$ cat src/monitor_regs.svh
`ifndef MONITOR_REGS_SVH
`define MONITOR_REGS_SVH

// Register pointer values
`define ADDR_CONFIG       8'h00
`define ADDR_CH1_FAULT    8'h07
`define ADDR_TOTAL_LIMIT  8'h0E
`define ADDR_SHUNT_TOTAL  8'h0D
`define ADDR_ALERT_MASK   8'h0F
`define ADDR_GOOD_HIGH    8'h10
`define ADDR_GOOD_LOW     8'h11
`define ADDR_MAKER        8'hFE
`define ADDR_SILICON      8'hFF

// Configuration word layout
`define CFG_RESET         16'h7127
`define CFG_SOFT_RESET    15
`define CFG_CHAN_HI       14
`define CFG_AVG_HI        11
`define CFG_AVG_LO        9
`define CFG_BUS_CT_HI     8
`define CFG_BUS_CT_LO     6
`define CFG_SH_CT_HI      5
`define CFG_SH_CT_LO      3
`define OP_CONT_BIT       2
`define OP_BUS_BIT        1
`define OP_SHUNT_BIT      0

// Reset values and masks of the other writable words
`define RST_FAULT         16'h7FF8
`define RST_TOTAL_LIMIT   16'h7FFE
`define RST_GOOD_HIGH     16'h2710
`define RST_GOOD_LOW      16'h2328
`define RST_MASK          16'h0002
`define MASK_WRITABLE     16'h7C02
`define MASK_READY_BIT    0

// Conversion timing, slot end and limit word count
`define CLK_MHZ           250
`define CT0_TIME_US       140
`define CT1_TIME_US       204
`define CT2_TIME_US       332
`define CT3_TIME_US       588
`define CT4_TIME_US       1100
`define CT5_TIME_US       2116
`define CT6_TIME_US       4156
`define CT7_TIME_US       8244
`define CT_CYCLES(t)      ((t) * `CLK_MHZ)
`define SLOT_END          3'h6
`define LIMIT_WORDS       10

`endif

$ cat src/monitor_pkg.sv
package monitor_pkg;
  `include "monitor_regs.svh"

  typedef enum logic [1:0] {s_off, s_seek, s_conv, s_idle} seq_state_t;
  typedef enum logic [2:0] {i_idle, i_addr, i_write, i_read, i_skip} link_state_t;

  // Samples per result for each averaging code
  function automatic logic [10:0] avg_samples(input logic [2:0] code);
    case (code)
      3'h0:    avg_samples = 11'h001;
      3'h1:    avg_samples = 11'h004;
      3'h2:    avg_samples = 11'h010;
      3'h3:    avg_samples = 11'h040;
      3'h4:    avg_samples = 11'h080;
      3'h5:    avg_samples = 11'h100;
      3'h6:    avg_samples = 11'h200;
      default: avg_samples = 11'h400;
    endcase
  endfunction : avg_samples

  // Writable limit words live in the store; the sum word is read-only
  function automatic logic limit_hit(input logic [7:0] addr);
    limit_hit = (addr >= `ADDR_CH1_FAULT && addr <= `ADDR_TOTAL_LIMIT && addr != `ADDR_SHUNT_TOTAL) ||
                addr == `ADDR_GOOD_HIGH || addr == `ADDR_GOOD_LOW;
  endfunction : limit_hit

  function automatic logic [3:0] limit_index(input logic [7:0] addr);
    logic [7:0] idx;
    idx = (addr >= `ADDR_GOOD_HIGH) ? addr - 8'h08 : addr - `ADDR_CH1_FAULT;
    limit_index = idx[3:0];
  endfunction : limit_index
endpackage : monitor_pkg

$ cat src/triple_channel_monitor_config.sv
// Operation
// - Reset leaves the configuration word at 7127h.
// - Reading the configuration word changes no setting and does not disturb a running conversion.
// - A configuration write freezes conversion until the transfer ends, then a new pass starts.
// - Writing one to bit 15 restores every register to its default and the bit reads back zero.
// - Bits 14, 13, 12 enable channels one, two and three.
// - Bits 11-9 pick 1, 4, 16, 64, 128, 256, 512 or 1024 samples per result.
// - Bits 8-6 pick the bus conversion time from 140 us up to 8.244 ms.
// - Bits 5-3 pick the shunt conversion time from the same table.
// - Mode codes 000 and 100 power the converter down.
// - Mode codes 001, 010, 011 run one pass of shunt, bus, or both.
// - Mode codes 101, 110, 111 repeat passes of shunt, bus, or both.
// - Each 16-bit word moves as two bytes, high byte first.
`timescale 1ns/1ps
module triple_channel_monitor_config
  import monitor_pkg::*;
#(
  parameter int          CONV_CYCLES [8] = '{`CT_CYCLES(`CT0_TIME_US), `CT_CYCLES(`CT1_TIME_US),
                                             `CT_CYCLES(`CT2_TIME_US), `CT_CYCLES(`CT3_TIME_US),
                                             `CT_CYCLES(`CT4_TIME_US), `CT_CYCLES(`CT5_TIME_US),
                                             `CT_CYCLES(`CT6_TIME_US), `CT_CYCLES(`CT7_TIME_US)},
  parameter logic [15:0] MAKER_CODE      = 16'hA5C3, // Arbitrary value
  parameter logic [15:0] SILICON_CODE    = 16'h0F1E  // Arbitrary value
) (
  input  wire logic       ref_clk,     // Core clock, 250 MHz
  input  wire logic       rst_n,       // Async reset, active low
  input  wire logic [6:0] dev_addr,    // Own bus address
  input  wire logic       scl_in,      // Serial clock level
  input  wire logic       sda_in,      // Serial data level
  output logic            sda_out,     // Data drive value
  output logic            sda_oe,      // Data drive enable
  output logic            conv_active, // A conversion is running
  output logic      [1:0] conv_chan,   // Channel being converted, 0..2
  output logic            conv_bus,    // High: bus voltage, low: shunt
  output logic            sample_done, // One sample finished, pulse
  output logic            pass_done    // One pass over all slots, pulse
);
  logic        rx_valid;
  logic [7:0]  rx_data;
  logic        rx_first;
  logic [7:0]  tx_data;
  logic        tx_take;
  logic        wr_active;
  logic        xfer_end;
  logic [7:0]  ptr;
  logic        wr_phase;
  logic        rd_phase;
  logic [7:0]  hold_byte;
  logic        wr_commit;
  logic [15:0] wr_word;
  logic [15:0] cfg;
  logic        soft_rst;
  logic [15:0] mask_ctl;
  logic        conv_ready;
  logic [15:0] lim_rdata;
  logic [15:0] rd_word;
  logic        cfg_hold;
  logic        cfg_dirty;
  logic        restart;
  seq_state_t  seq;
  logic [2:0]  slot;
  logic [21:0] timer;
  logic [10:0] samples;
  logic [2:0]  ct_sel;
  logic        timer_end;
  logic        last_sample;
  logic        cfg_write;

  serial_target link (
    .clk       (ref_clk),
    .rst_n     (rst_n),
    .dev_addr  (dev_addr),
    .scl_in    (scl_in),
    .sda_in    (sda_in),
    .sda_out   (sda_out),
    .sda_oe    (sda_oe),
    .rx_valid  (rx_valid),
    .rx_data   (rx_data),
    .rx_first  (rx_first),
    .tx_data   (tx_data),
    .tx_take   (tx_take),
    .wr_active (wr_active),
    .xfer_end  (xfer_end)
  );

  limit_store limits (
    .clk   (ref_clk),
    .rst_n (rst_n),
    .clear (soft_rst),
    .we    (wr_commit && limit_hit(ptr)),
    .waddr (limit_index(ptr)),
    .wdata (wr_word),
    .raddr (limit_index(ptr)),
    .rdata (lim_rdata)
  );

  // Slot enabled: channel enable bit and shunt or bus selection
  function automatic logic slot_on(input logic [2:0] s, input logic [15:0] c);
    slot_on = c[`CFG_CHAN_HI - s[2:1]] && (s[0] ? c[`OP_BUS_BIT] : c[`OP_SHUNT_BIT]);
  endfunction : slot_on

  assign cfg_write   = wr_commit && ptr == `ADDR_CONFIG;
  assign restart     = xfer_end && cfg_dirty;
  assign ct_sel      = slot[0] ? cfg[`CFG_BUS_CT_HI:`CFG_BUS_CT_LO] : cfg[`CFG_SH_CT_HI:`CFG_SH_CT_LO];
  assign timer_end   = timer == 22'(CONV_CYCLES[ct_sel] - 1);
  assign last_sample = samples == avg_samples(cfg[`CFG_AVG_HI:`CFG_AVG_LO]) - 11'h001;
  assign conv_active = (seq == s_conv);
  assign conv_chan   = slot[2:1];
  assign conv_bus    = slot[0];

  // Pointer and byte pairing; an odd high byte is dropped at transfer end
  always_ff @(posedge ref_clk or negedge rst_n) begin
    if (!rst_n) begin
      ptr       <= `ADDR_CONFIG;
      wr_phase  <= 1'b0;
      rd_phase  <= 1'b0;
      hold_byte <= 8'h00;
      wr_commit <= 1'b0;
      wr_word   <= 16'h0000;
    end else begin
      wr_commit <= 1'b0;
      if (xfer_end) begin
        wr_phase <= 1'b0;
        rd_phase <= 1'b0;
      end else if (rx_valid && rx_first) begin
        ptr      <= rx_data;
        wr_phase <= 1'b0;
      end else if (rx_valid && !wr_phase) begin
        hold_byte <= rx_data;
        wr_phase  <= 1'b1;
      end else if (rx_valid) begin
        wr_word   <= {hold_byte, rx_data};
        wr_commit <= 1'b1;
        wr_phase  <= 1'b0;
      end else if (tx_take) begin
        rd_phase <= !rd_phase;
      end
    end
  end

  // Configuration word; soft reset bit restores defaults and never sticks
  always_ff @(posedge ref_clk or negedge rst_n) begin
    if (!rst_n) begin
      cfg      <= `CFG_RESET;
      soft_rst <= 1'b0;
    end else begin
      soft_rst <= cfg_write && wr_word[`CFG_SOFT_RESET];
      if (cfg_write) begin
        cfg <= wr_word[`CFG_SOFT_RESET] ? `CFG_RESET : {1'b0, wr_word[14:0]};
      end
    end
  end

  // Alert mask word: control bits stored, ready flag set by each pass
  always_ff @(posedge ref_clk or negedge rst_n) begin
    if (!rst_n) begin
      mask_ctl   <= `RST_MASK;
      conv_ready <= 1'b0;
    end else begin
      if (soft_rst) begin
        mask_ctl <= `RST_MASK;
      end else if (wr_commit && ptr == `ADDR_ALERT_MASK) begin
        mask_ctl <= wr_word & `MASK_WRITABLE;
      end
      // Set wins over the read that clears it
      if (pass_done) begin
        conv_ready <= 1'b1;
      end else if (soft_rst || (tx_take && !rd_phase && ptr == `ADDR_ALERT_MASK)) begin
        conv_ready <= 1'b0;
      end
    end
  end

  // Read mux; reading has no side effect on configuration
  always_comb begin
    rd_word = 16'h0000;
    if (ptr == `ADDR_CONFIG) begin
      rd_word = {1'b0, cfg[14:0]};
    end else if (ptr == `ADDR_ALERT_MASK) begin
      rd_word = mask_ctl | {15'h0000, conv_ready};
    end else if (ptr == `ADDR_MAKER) begin
      rd_word = MAKER_CODE;
    end else if (ptr == `ADDR_SILICON) begin
      rd_word = SILICON_CODE;
    end else if (limit_hit(ptr)) begin
      rd_word = lim_rdata;
    end
  end

  // Byte offered to the link, high byte first
  always_ff @(posedge ref_clk or negedge rst_n) begin
    if (!rst_n) begin
      tx_data <= 8'h00;
    end else begin
      tx_data <= rd_phase ? rd_word[7:0] : rd_word[15:8];
    end
  end

  // Freeze while a configuration write is open; restart only if it landed
  always_ff @(posedge ref_clk or negedge rst_n) begin
    if (!rst_n) begin
      cfg_hold  <= 1'b0;
      cfg_dirty <= 1'b0;
    end else begin
      if (rx_valid && rx_first && rx_data == `ADDR_CONFIG) begin
        cfg_hold <= 1'b1;
      end else if (xfer_end) begin
        cfg_hold <= 1'b0;
      end
      if (cfg_write) begin
        cfg_dirty <= 1'b1;
      end else if (xfer_end) begin
        cfg_dirty <= 1'b0;
      end
    end
  end

  // Conversion sequencer over six slots: ch1 shunt, ch1 bus, ... ch3 bus
  always_ff @(posedge ref_clk or negedge rst_n) begin
    if (!rst_n) begin
      seq         <= s_seek;
      slot        <= 3'h0;
      timer       <= 22'h000000;
      samples     <= 11'h000;
      sample_done <= 1'b0;
      pass_done   <= 1'b0;
    end else begin
      sample_done <= 1'b0;
      pass_done   <= 1'b0;
      if (restart) begin
        seq     <= s_seek;
        slot    <= 3'h0;
        timer   <= 22'h000000;
        samples <= 11'h000;
      end else if (!cfg_hold) begin
        case (seq)
          s_seek: begin
            if (cfg[`OP_BUS_BIT:`OP_SHUNT_BIT] == 2'h0) begin
              seq <= s_off;
            end else if (slot == `SLOT_END) begin
              pass_done <= 1'b1;
              slot      <= 3'h0;
              seq       <= cfg[`OP_CONT_BIT] ? s_seek : s_idle;
            end else if (slot_on(slot, cfg)) begin
              seq     <= s_conv;
              timer   <= 22'h000000;
              samples <= 11'h000;
            end else begin
              slot <= slot + 3'h1;
            end
          end
          s_conv: begin
            if (timer_end) begin
              timer       <= 22'h000000;
              sample_done <= 1'b1;
              if (last_sample) begin
                slot <= slot + 3'h1;
                seq  <= s_seek;
              end else begin
                samples <= samples + 11'h001;
              end
            end else begin
              timer <= timer + 22'h000001;
            end
          end
          s_off:   seq <= s_off;
          s_idle:  seq <= s_idle;
          default: seq <= s_seek;
        endcase
      end
    end
  end
endmodule : triple_channel_monitor_config

$ cat src/limit_store.sv
`timescale 1ns/1ps
module limit_store
  import monitor_pkg::*;
(
  input  wire logic        clk,    // Core clock
  input  wire logic        rst_n,  // Async reset, active low
  input  wire logic        clear,  // Reload defaults
  input  wire logic        we,     // Write strobe
  input  wire logic [3:0]  waddr,  // Write index
  input  wire logic [15:0] wdata,  // Write word
  input  wire logic [3:0]  raddr,  // Read index
  output logic      [15:0] rdata   // Registered read word
);
  logic [15:0] words [`LIMIT_WORDS];

  // Default per index; index 6 is unused
  function automatic logic [15:0] word_default(input int i);
    case (i)
      7:       word_default = `RST_TOTAL_LIMIT;
      8:       word_default = `RST_GOOD_HIGH;
      9:       word_default = `RST_GOOD_LOW;
      6:       word_default = 16'h0000;
      default: word_default = `RST_FAULT;
    endcase
  endfunction : word_default

  // Storage with reset to defaults, also reachable by soft reset
  always_ff @(posedge clk or negedge rst_n) begin
    if (!rst_n) begin
      for (int i = 0; i < `LIMIT_WORDS; i++) words[i] <= word_default(i);
    end else if (clear) begin
      for (int i = 0; i < `LIMIT_WORDS; i++) words[i] <= word_default(i);
    end else if (we && waddr < 4'(`LIMIT_WORDS)) begin
      words[waddr] <= wdata;
    end
  end

  // Read port registered; out of range reads zero
  always_ff @(posedge clk or negedge rst_n) begin
    if (!rst_n) begin
      rdata <= 16'h0000;
    end else begin
      rdata <= (raddr < 4'(`LIMIT_WORDS)) ? words[raddr] : 16'h0000;
    end
  end
endmodule : limit_store

$ cat src/serial_target.sv
`timescale 1ns/1ps
module serial_target
  import monitor_pkg::*;
(
  input  wire logic       clk,       // Core clock
  input  wire logic       rst_n,     // Async reset, active low
  input  wire logic [6:0] dev_addr,  // Own bus address
  input  wire logic       scl_in,    // Serial clock level
  input  wire logic       sda_in,    // Serial data level
  output logic            sda_out,   // Data drive value, always low
  output logic            sda_oe,    // Pull data low when high
  output logic            rx_valid,  // Byte written by host, pulse
  output logic      [7:0] rx_data,   // Written byte
  output logic            rx_first,  // Byte is the pointer byte
  input  wire logic [7:0] tx_data,   // Next byte to send
  output logic            tx_take,   // tx_data loaded, pulse
  output logic            wr_active, // Addressed for write
  output logic            xfer_end   // Stop or repeated start, pulse
);
  link_state_t state;
  logic [3:0]  bit_cnt;
  logic [7:0]  sr;
  logic [7:0]  tx_sr;
  logic        scl_q;
  logic        sda_q;
  logic        ack_go;
  logic        first;
  logic [7:0]  byte_in;
  logic        busy;

  assign sda_out   = 1'b0;
  assign wr_active = (state == i_write);
  assign byte_in   = {sr[6:0], sda_in};
  assign busy      = (state == i_write) || (state == i_read);

  // Previous line levels for edge and condition detection
  always_ff @(posedge clk or negedge rst_n) begin
    if (!rst_n) begin
      scl_q <= 1'b1;
      sda_q <= 1'b1;
    end else begin
      scl_q <= scl_in;
      sda_q <= sda_in;
    end
  end

  // Bit engine: sample on rising clock, drive on falling clock
  always_ff @(posedge clk or negedge rst_n) begin
    if (!rst_n) begin
      state    <= i_idle;
      bit_cnt  <= 4'h0;
      sr       <= 8'h00;
      tx_sr    <= 8'h00;
      sda_oe   <= 1'b0;
      ack_go   <= 1'b0;
      first    <= 1'b0;
      rx_valid <= 1'b0;
      rx_data  <= 8'h00;
      rx_first <= 1'b0;
      tx_take  <= 1'b0;
      xfer_end <= 1'b0;
    end else begin
      rx_valid <= 1'b0;
      tx_take  <= 1'b0;
      xfer_end <= 1'b0;
      if (scl_in && scl_q && sda_q && !sda_in) begin
        state    <= i_addr;
        bit_cnt  <= 4'h0;
        sda_oe   <= 1'b0;
        ack_go   <= 1'b0;
        xfer_end <= busy;
      end else if (scl_in && scl_q && !sda_q && sda_in) begin
        state    <= i_idle;
        sda_oe   <= 1'b0;
        xfer_end <= busy;
      end else if (scl_in && !scl_q && state != i_idle && state != i_skip) begin
        if (bit_cnt < 4'h8) begin
          sr      <= byte_in;
          bit_cnt <= bit_cnt + 4'h1;
        end else begin
          bit_cnt <= 4'h9;
          if (state == i_read && sda_in) state <= i_skip; // Host declined more bytes
        end
        if (bit_cnt == 4'h7 && state == i_addr) begin
          if (byte_in[7:1] == dev_addr) begin
            ack_go <= 1'b1;
            first  <= 1'b1;
            state  <= byte_in[0] ? i_read : i_write;
          end else begin
            state <= i_skip;
          end
        end else if (bit_cnt == 4'h7 && state == i_write) begin
          rx_valid <= 1'b1;
          rx_data  <= byte_in;
          rx_first <= first;
          first    <= 1'b0;
          ack_go   <= 1'b1;
        end
      end else if (!scl_in && scl_q && state != i_idle && state != i_skip) begin
        if (bit_cnt == 4'h8) begin
          sda_oe <= ack_go;
        end else if (bit_cnt == 4'h9) begin
          bit_cnt <= 4'h0;
          ack_go  <= 1'b0;
          if (state == i_read) begin
            tx_sr   <= {tx_data[6:0], 1'b0};
            sda_oe  <= !tx_data[7];
            tx_take <= 1'b1;
          end else begin
            sda_oe <= 1'b0;
          end
        end else if (state == i_read && bit_cnt != 4'h0) begin
          sda_oe <= !tx_sr[7];
          tx_sr  <= {tx_sr[6:0], 1'b0};
        end
      end
    end
  end
endmodule : serial_target

$ cat config.mk
export PLATFORM = sky130hd
export DESIGN_NAME = triple_channel_monitor_config
export DESIGN_NICKNAME = d
export VERILOG_FILES = /design/src/monitor_pkg.sv /design/src/triple_channel_monitor_config.sv /design/src/limit_store.sv /design/src/serial_target.sv
export VERILOG_INCLUDE_DIRS = /design/src
export SDC_FILE = /design/constraint.sdc
export NUM_CORES = 1
export LEC_CHECK = 0
export BUFFER_PORTS_ARGS = -buffer_cell sky130_fd_sc_hd__buf_2
export CORE_AREA = 2 2 176 213
export DETAILED_ROUTE_END_ITERATION = 16
export DIE_AREA = 0 0 178 215
export HOLD_SLACK_MARGIN = 0.12
export MAX_ROUTING_LAYER = met4
export PLACE_DENSITY_LB_ADDON = 0.25
export SLEW_MARGIN = 20
export SYNTH_ARGS = -nofsm -noshare
export SYNTH_HDL_FRONTEND = slang
export SYNTH_SLANG_ARGS = --single-unit
$ cat constraint.sdc
create_clock -name ref_clk -period 4.6 [get_ports ref_clk]
set_clock_uncertainty 0.15 [all_clocks]
set_input_delay 0.23 -clock ref_clk [delete_from_list [all_inputs] [get_ports ref_clk]]
set_output_delay 0.23 -clock ref_clk [all_outputs]
set_load 0.1 [all_outputs]
==> out/summary.txt, run 1 <==
io pins: 19
pwr dens: 338 nW/um^2
Avg Inst Size Synth: 10.2 um^2
#FFs+latches synth: 322
fmax: 0.251 GHz
clk_lat worst skew: 0.53 ns
critical path class: reg2reg
depth of the CTS H-tree: 2
hold_sp: dev_addr[3]
Setup TNS Final: 0 ns
Synth area leaders: dfrtp_1, dfstp_2, mux2i_1
clock period minus worst slack: 3.99 ns
Detailed Routing Iterations Pass 1: 5
clk sink count: 322
Final Cell Area: 17,900 um^2
Reg area: 8200 um^2
maximum fanout along the worst path: 16
Logic pwr share: 3.1%
Net Sw Power: 1.33 mW
Post-Route WL: 39,100 um
Reg clk slew, reported paths: 0.06 ns
period utilization: 86.7%
Slew Limit Headroom: 34.1%
DP Area: 16,600 um^2
final net count: 1,580
RSZ-0062 raised after global routing: false
Async SR Flop Fraction: 100%
area of the multi-input gates: 7420 um^2
syn nets: 1,606
Clock Power Share: 48.7%
Longest Clk Path Bufs: 3
worst min-delay path class: in2reg
FF-to-FF setup slack: 0.61 ns
CTS Hold Bufs: 6
EDFF count, synth: 0
layout cells sized above 1: 20.7%
vias in the first global route: 11,600
Slew @ Worst Pin: 0.987 ns
Min-Delay Path Depth: 6
Int Pwr: 4.73 mW
Port Buffers: 17
Worst R2R Start: slot[0]
Critical Path Source Type: flip-flop
first-pass GRT wire length: 64,600 um
crit end category: flip-flop
Vert. Die Dim: 215 um
Ys Warns: 0
starting DRC count in detailed routing: 751
Hold Worst Slack: 0.140 ns
Worst Path Required: 4.90 ns
Leak: 7.86 nW
Seq pwr share: 48.2%
setup bufs post-CTS: 0
Synth cell types: 73
worst r2r dst: samples[7]
largest net degree at the start of global routing: 116
Final Setup Violations: 0
GRT overflow: 0
placer congestion estimate: 0.868
initial antenna violation count: 0
n_diodes: 0
CP Data Arrival Time: 4.28 ns
starting density of the core: 44.3%
via count of the routed design: 11,500
Fill cells: 3,293
routed len/inst: 19.1 um
Net Sw Frac: 21.9%
Cells after Synth: 1,577
All-Layer GR Usage: 21.8%
CTS Buf Count: 35
sequential-to-total area share from yosys stat: 50.9%
num rows: 77
status: finished clean
synthesized cell area: 16,100 um^2
Synth top area share: 33.3%
die area: 38,300 um^2
Layout area overhead: 11.2%
max-cap viol count: 0
VDD IR max: 0.260 mV
FF-to-FF path depth: 11
total power: 6.06 mW
vias per cell: 5.62
Core Box Area: 36,300 um^2
Final ANT Viol Nets: 0
area leader, netlist: dfrtp_1
Post-route DRC: 0
Root Buffer: clkbuf_16
TritonCTS clock tree: yes
Final Hold Viols: 0
PostCTS Resize Cnt: 0
Synth Flop Type: dfrtp_1
commonest non-fill, non-tap cell in the layout: nand2_1
commonest non-fill, non-tap cells in the layout: nand2_1, dfrtp_1, nor2_1
Slew Limit Fails: 0
Worst Hold End: link.state[2]
Die Span X: 178 um
post-detail-place hpwl: 25,000 um
cell usage after synthesis, types with 4 or more instances:
| library cell | instances |
|---|---|
| nand3_1 | 62 |
| o21ai_0 | 71 |
| nor2_1 | 128 |
| nand4_1 | 11 |
| nor2b_1 | 6 |
| dfrtp_1 | 214 |
| mux4_2 | 33 |
| buf_2 | 14 |
| nand2b_1 | 15 |
| o21ai_1 | 4 |
| ha_1 | 18 |
| o31ai_1 | 10 |
| or3_1 | 6 |
| nor4_1 | 6 |
| and2_1 | 11 |
| xor2_1 | 23 |
| clkbuf_1 | 92 |
| nand2_1 | 241 |
| mux2_2 | 49 |
| a22oi_1 | 17 |
| a211oi_1 | 6 |
| a32oi_1 | 4 |
| xnor2_1 | 17 |
| nor4b_1 | 4 |
| o211ai_1 | 5 |
| a31oi_1 | 7 |
| inv_1 | 24 |
| and3_1 | 12 |
| a21oi_1 | 99 |
| mux2i_1 | 109 |
| o22ai_1 | 5 |
| buf_1 | 5 |
| or4_1 | 5 |
| nor3b_1 | 8 |
| dfstp_2 | 108 |
| nand3b_1 | 11 |
| nor3_1 | 63 |
area by class of cell:
type,instances,area share (%)
Inverter,25,0.524
Multi-Input combinational cell,1116,41.4
Timing Repair Buffer,51,2.18
Clock buffer,52,5.98
Clock inverter,12,0.852
Tap cell,474,3.31
Sequential cell,322,45.8
cells by family after synthesis:
family          after synthesis  synth area share [%]
mux                         195                  15.2
xor+xnor                     40                  2.18
other cells                   1                0.0233
flops                       322                  50.9
simple gates                607                  17.4
fa+ha+maj                    18                  1.40
buf+inv                     139                  3.47
compound gates              255                  9.46
routing by layer:
metal / track usage [%] / part of all wire (%) / up-vias
met5: - / 0 / -
met4: 7.19 / 3.0 / 0
met3: 3.57 / 4.6 / 71
met2: 35.5 / 50 / 250
met1: 27.7 / 43 / 5734
li1: - / - / 5482
flip-flops by register name, indices dropped and copies added, names as in the netlist, 3 cells and up:
signal,count
slot,3
link.sr,7
limits.words,160
link.tx_sr,7
mask_ctl,6
link.rx_data,8
link.bit_cnt,4
timer,22
limits.rdata,16
wr_word,16
samples,11
tx_data,8
link.state,3
hold_byte,8
cfg,15
ptr,8
how the worst max path moves through the flow:
stage                 start         end  slack, ns
floorplan           slot[0]  samples[3]       0.57
global placement    slot[0]  samples[7]       0.76
detailed placement  slot[0]  samples[7]       0.63
CTS                 slot[0]  samples[7]       0.62
global route        slot[0]  samples[7]       0.32
finish              slot[0]  samples[7]       0.61
stage by stage:
step | cells | setup WS (ns) | utilization (%)
after detailed placement | 1982 | 0.628 | 45.8
after floorplan | 1577 | 0.566 | -
after global placement | 1982 | 0.759 | 45.8
after CTS | 2052 | 0.616 | 49.3
after global routing | 2052 | 0.316 | 49.3
final | 2052 | 0.614 | 49.3
worst max-delay path, cell delays in order (launching register included):
cell and delay (ns):
dfrtp_1 0.74, mux2i_2 0.49, inv_1 0.13, ha_1 0.28, inv_1 0.11, o22ai_1 0.08, o32ai_1 0.34, nand4_1 0.24
nor4_4 0.27, nand3b_1 0.35, or4_1 0.57, a21oi_1 0.16
power by group through the flow:
stage	logic [mW]	registers (mW)	clock network, mW
2_1_floorplan	0.0937	2.96	0
3_3_place_gp	0.182	2.97	0
3_5_place_dp	0.186	2.97	0
4_1_cts	0.194	2.92	3.02
5_1_grt	0.215	2.93	3.14
6_report	0.188	2.92	2.95
Power figures use the tool's default switching activity.
==> inputs of run 2 (changes only) <==
Settings changed: MAX_ROUTING_LAYER met4 to unset.
==> run 2 against run 1 <==
Against the previous run:
- cell area unchanged
- register-to-register slack worse by 0.02 ns
- global-route usage decreased by 0.65 points
- wire length barely moved
- first-iteration DRC count increased by 5.3%
- sequential share of layout area did not move
- die area is the same
- final cell count is the same
- highest routed layer unchanged
==> out/summary.txt, run 2 (synthesized netlist as in run 1, its figures left out) <==
Min-Delay Path Depth: 6
FF-to-FF path depth: 11
Post-route DRC: 0
first-pass GRT wire length: 64,500 um
commonest non-fill, non-tap cell in the layout: nand2_1
layout cells sized above 1: 20.7%
Slew Limit Headroom: 30.1%
TritonCTS clock tree: yes
critical path class: reg2reg
Root Buffer: clkbuf_16
Final ANT Viol Nets: 0
max-cap viol count: 0
vias in the first global route: 11,700
clock period minus worst slack: 4.01 ns
final net count: 1,580
setup bufs post-CTS: 0
starting DRC count in detailed routing: 791
All-Layer GR Usage: 21.2%
commonest non-fill, non-tap cells in the layout: nand2_1, dfrtp_1, nor2_1
starting density of the core: 44.3%
die area: 38,300 um^2
VDD IR max: 0.262 mV
placed cells: 1,982
clk_lat worst skew: 0.53 ns
post-detail-place hpwl: 25,000 um
Final Non-Filler Cells: 2,052
Vert. Die Dim: 215 um
Worst Path Required: 4.90 ns
vias per cell: 5.64
fmax: 0.250 GHz
Slew Limit Fails: 0
Detailed Routing Iterations Pass 1: 5
pwr dens: 338 nW/um^2
maximum fanout along the worst path: 16
io pins: 19
depth of the CTS H-tree: 2
Core Box Area: 36,300 um^2
Reg with most FFs: limits.words
period utilization: 87.1%
GRT overflow: 0
Longest Clk Path Bufs: 3
FF-to-FF setup slack: 0.59 ns
Port Buffers: 17
Post-Route WL: 39,100 um
Leak: 7.86 nW
max FFs per register: 160
num rows: 77
RSZ-0062 raised after global routing: false
largest net degree at the start of global routing: 116
Reg clk slew, reported paths: 0.06 ns
Final Setup Violations: 0
initial antenna violation count: 0
status: finished clean
biggest regs: limits.words: 160 flops, timer: 22 flops
Final Hold Viols: 0
worst min-delay path class: in2reg
Critical Path Source Type: flip-flop
CTS Buf Count: 35
n_diodes: 0
Setup TNS Final: 0 ns
DP Area: 16,600 um^2
crit end category: flip-flop
Final Cell Area: 17,900 um^2
clk sink count: 322
CP Data Arrival Time: 4.30 ns
Slew @ Worst Pin: 1.05 ns
placer congestion estimate: 0.855
Die Span X: 178 um
via count of the routed design: 11,600
routed len/inst: 19.1 um
Layout area overhead: 11.2%
[run 2: cell type report]
| type | count | area (um^2) |
|---|---|---|
| fillers | 3293 | 18400 |
| flip-flops and latches | 322 | 8200 |
| multi-input cells | 1116 | 7420 |
| clock buffers | 52 | 1070 |
| well taps | 474 | 593 |
| repair buffers | 51 | 390 |
| clock inverters | 12 | 153 |
| inverters | 25 | 93.8 |
[run 2: routing by layer]
layer / up-vias / part of all wire [%] / global-route usage (%)
li1: 5478 / - / -
met3: 69 / 4.7 / 3.57
met4: 0 / 3.0 / 7.19
met1: 5752 / 43 / 27.6
met2: 275 / 50 / 35.5
met5: - / 0 / 0
[run 2: what timing repair did]
| action | 4_1_cts | 5_1_grt |
|---|---|---|
| endpoints found under the hold margin | 86 | 0 |
| gates resized for setup | 0 | 0 |
| hold buffers | 6 | 0 |
[run 2: where the power goes]
part	total, mW	internal, mW	switching, mW
clock network	2.95	1.79	1.17
logic	0.188	0.0692	0.118
registers	2.92	2.88	0.0434
[run 2: worst paths after layout]
path                                    from                 to
min reg2reg                limits.words[148]  limits.words[148]
max                                  slot[0]         samples[7]
min                              dev_addr[3]      link.state[2]
max in group asynchronous              rst_n   limits.rdata[11]
max reg2reg                          slot[0]         samples[7]
min in group asynchronous              rst_n         link.sr[5]
[run 2: critical path: stages, from the launching register on]
cell      delay (ns)
dfrtp_1         0.74
mux2i_2         0.49
inv_1           0.13
ha_1            0.28
inv_1           0.11
o22ai_1         0.08
o32ai_1         0.35
nand4_1         0.24
nor4_4          0.27
nand3b_1        0.35
or4_1           0.57
a21oi_1         0.16
[run 2: per-stage QoR]
step           total power [mW]  util, %  hold WS (ns)  setup WS, ns
6_report                   6.06     49.3         0.141         0.595
5_1_grt                    6.28     49.3         0.195         0.317
4_1_cts                    6.14     49.3         0.125         0.616
3_5_place_dp               3.15     45.8         0.233         0.628
3_3_place_gp               3.15     45.8         0.221         0.759
2_1_floorplan              3.05        -        -0.216         0.566
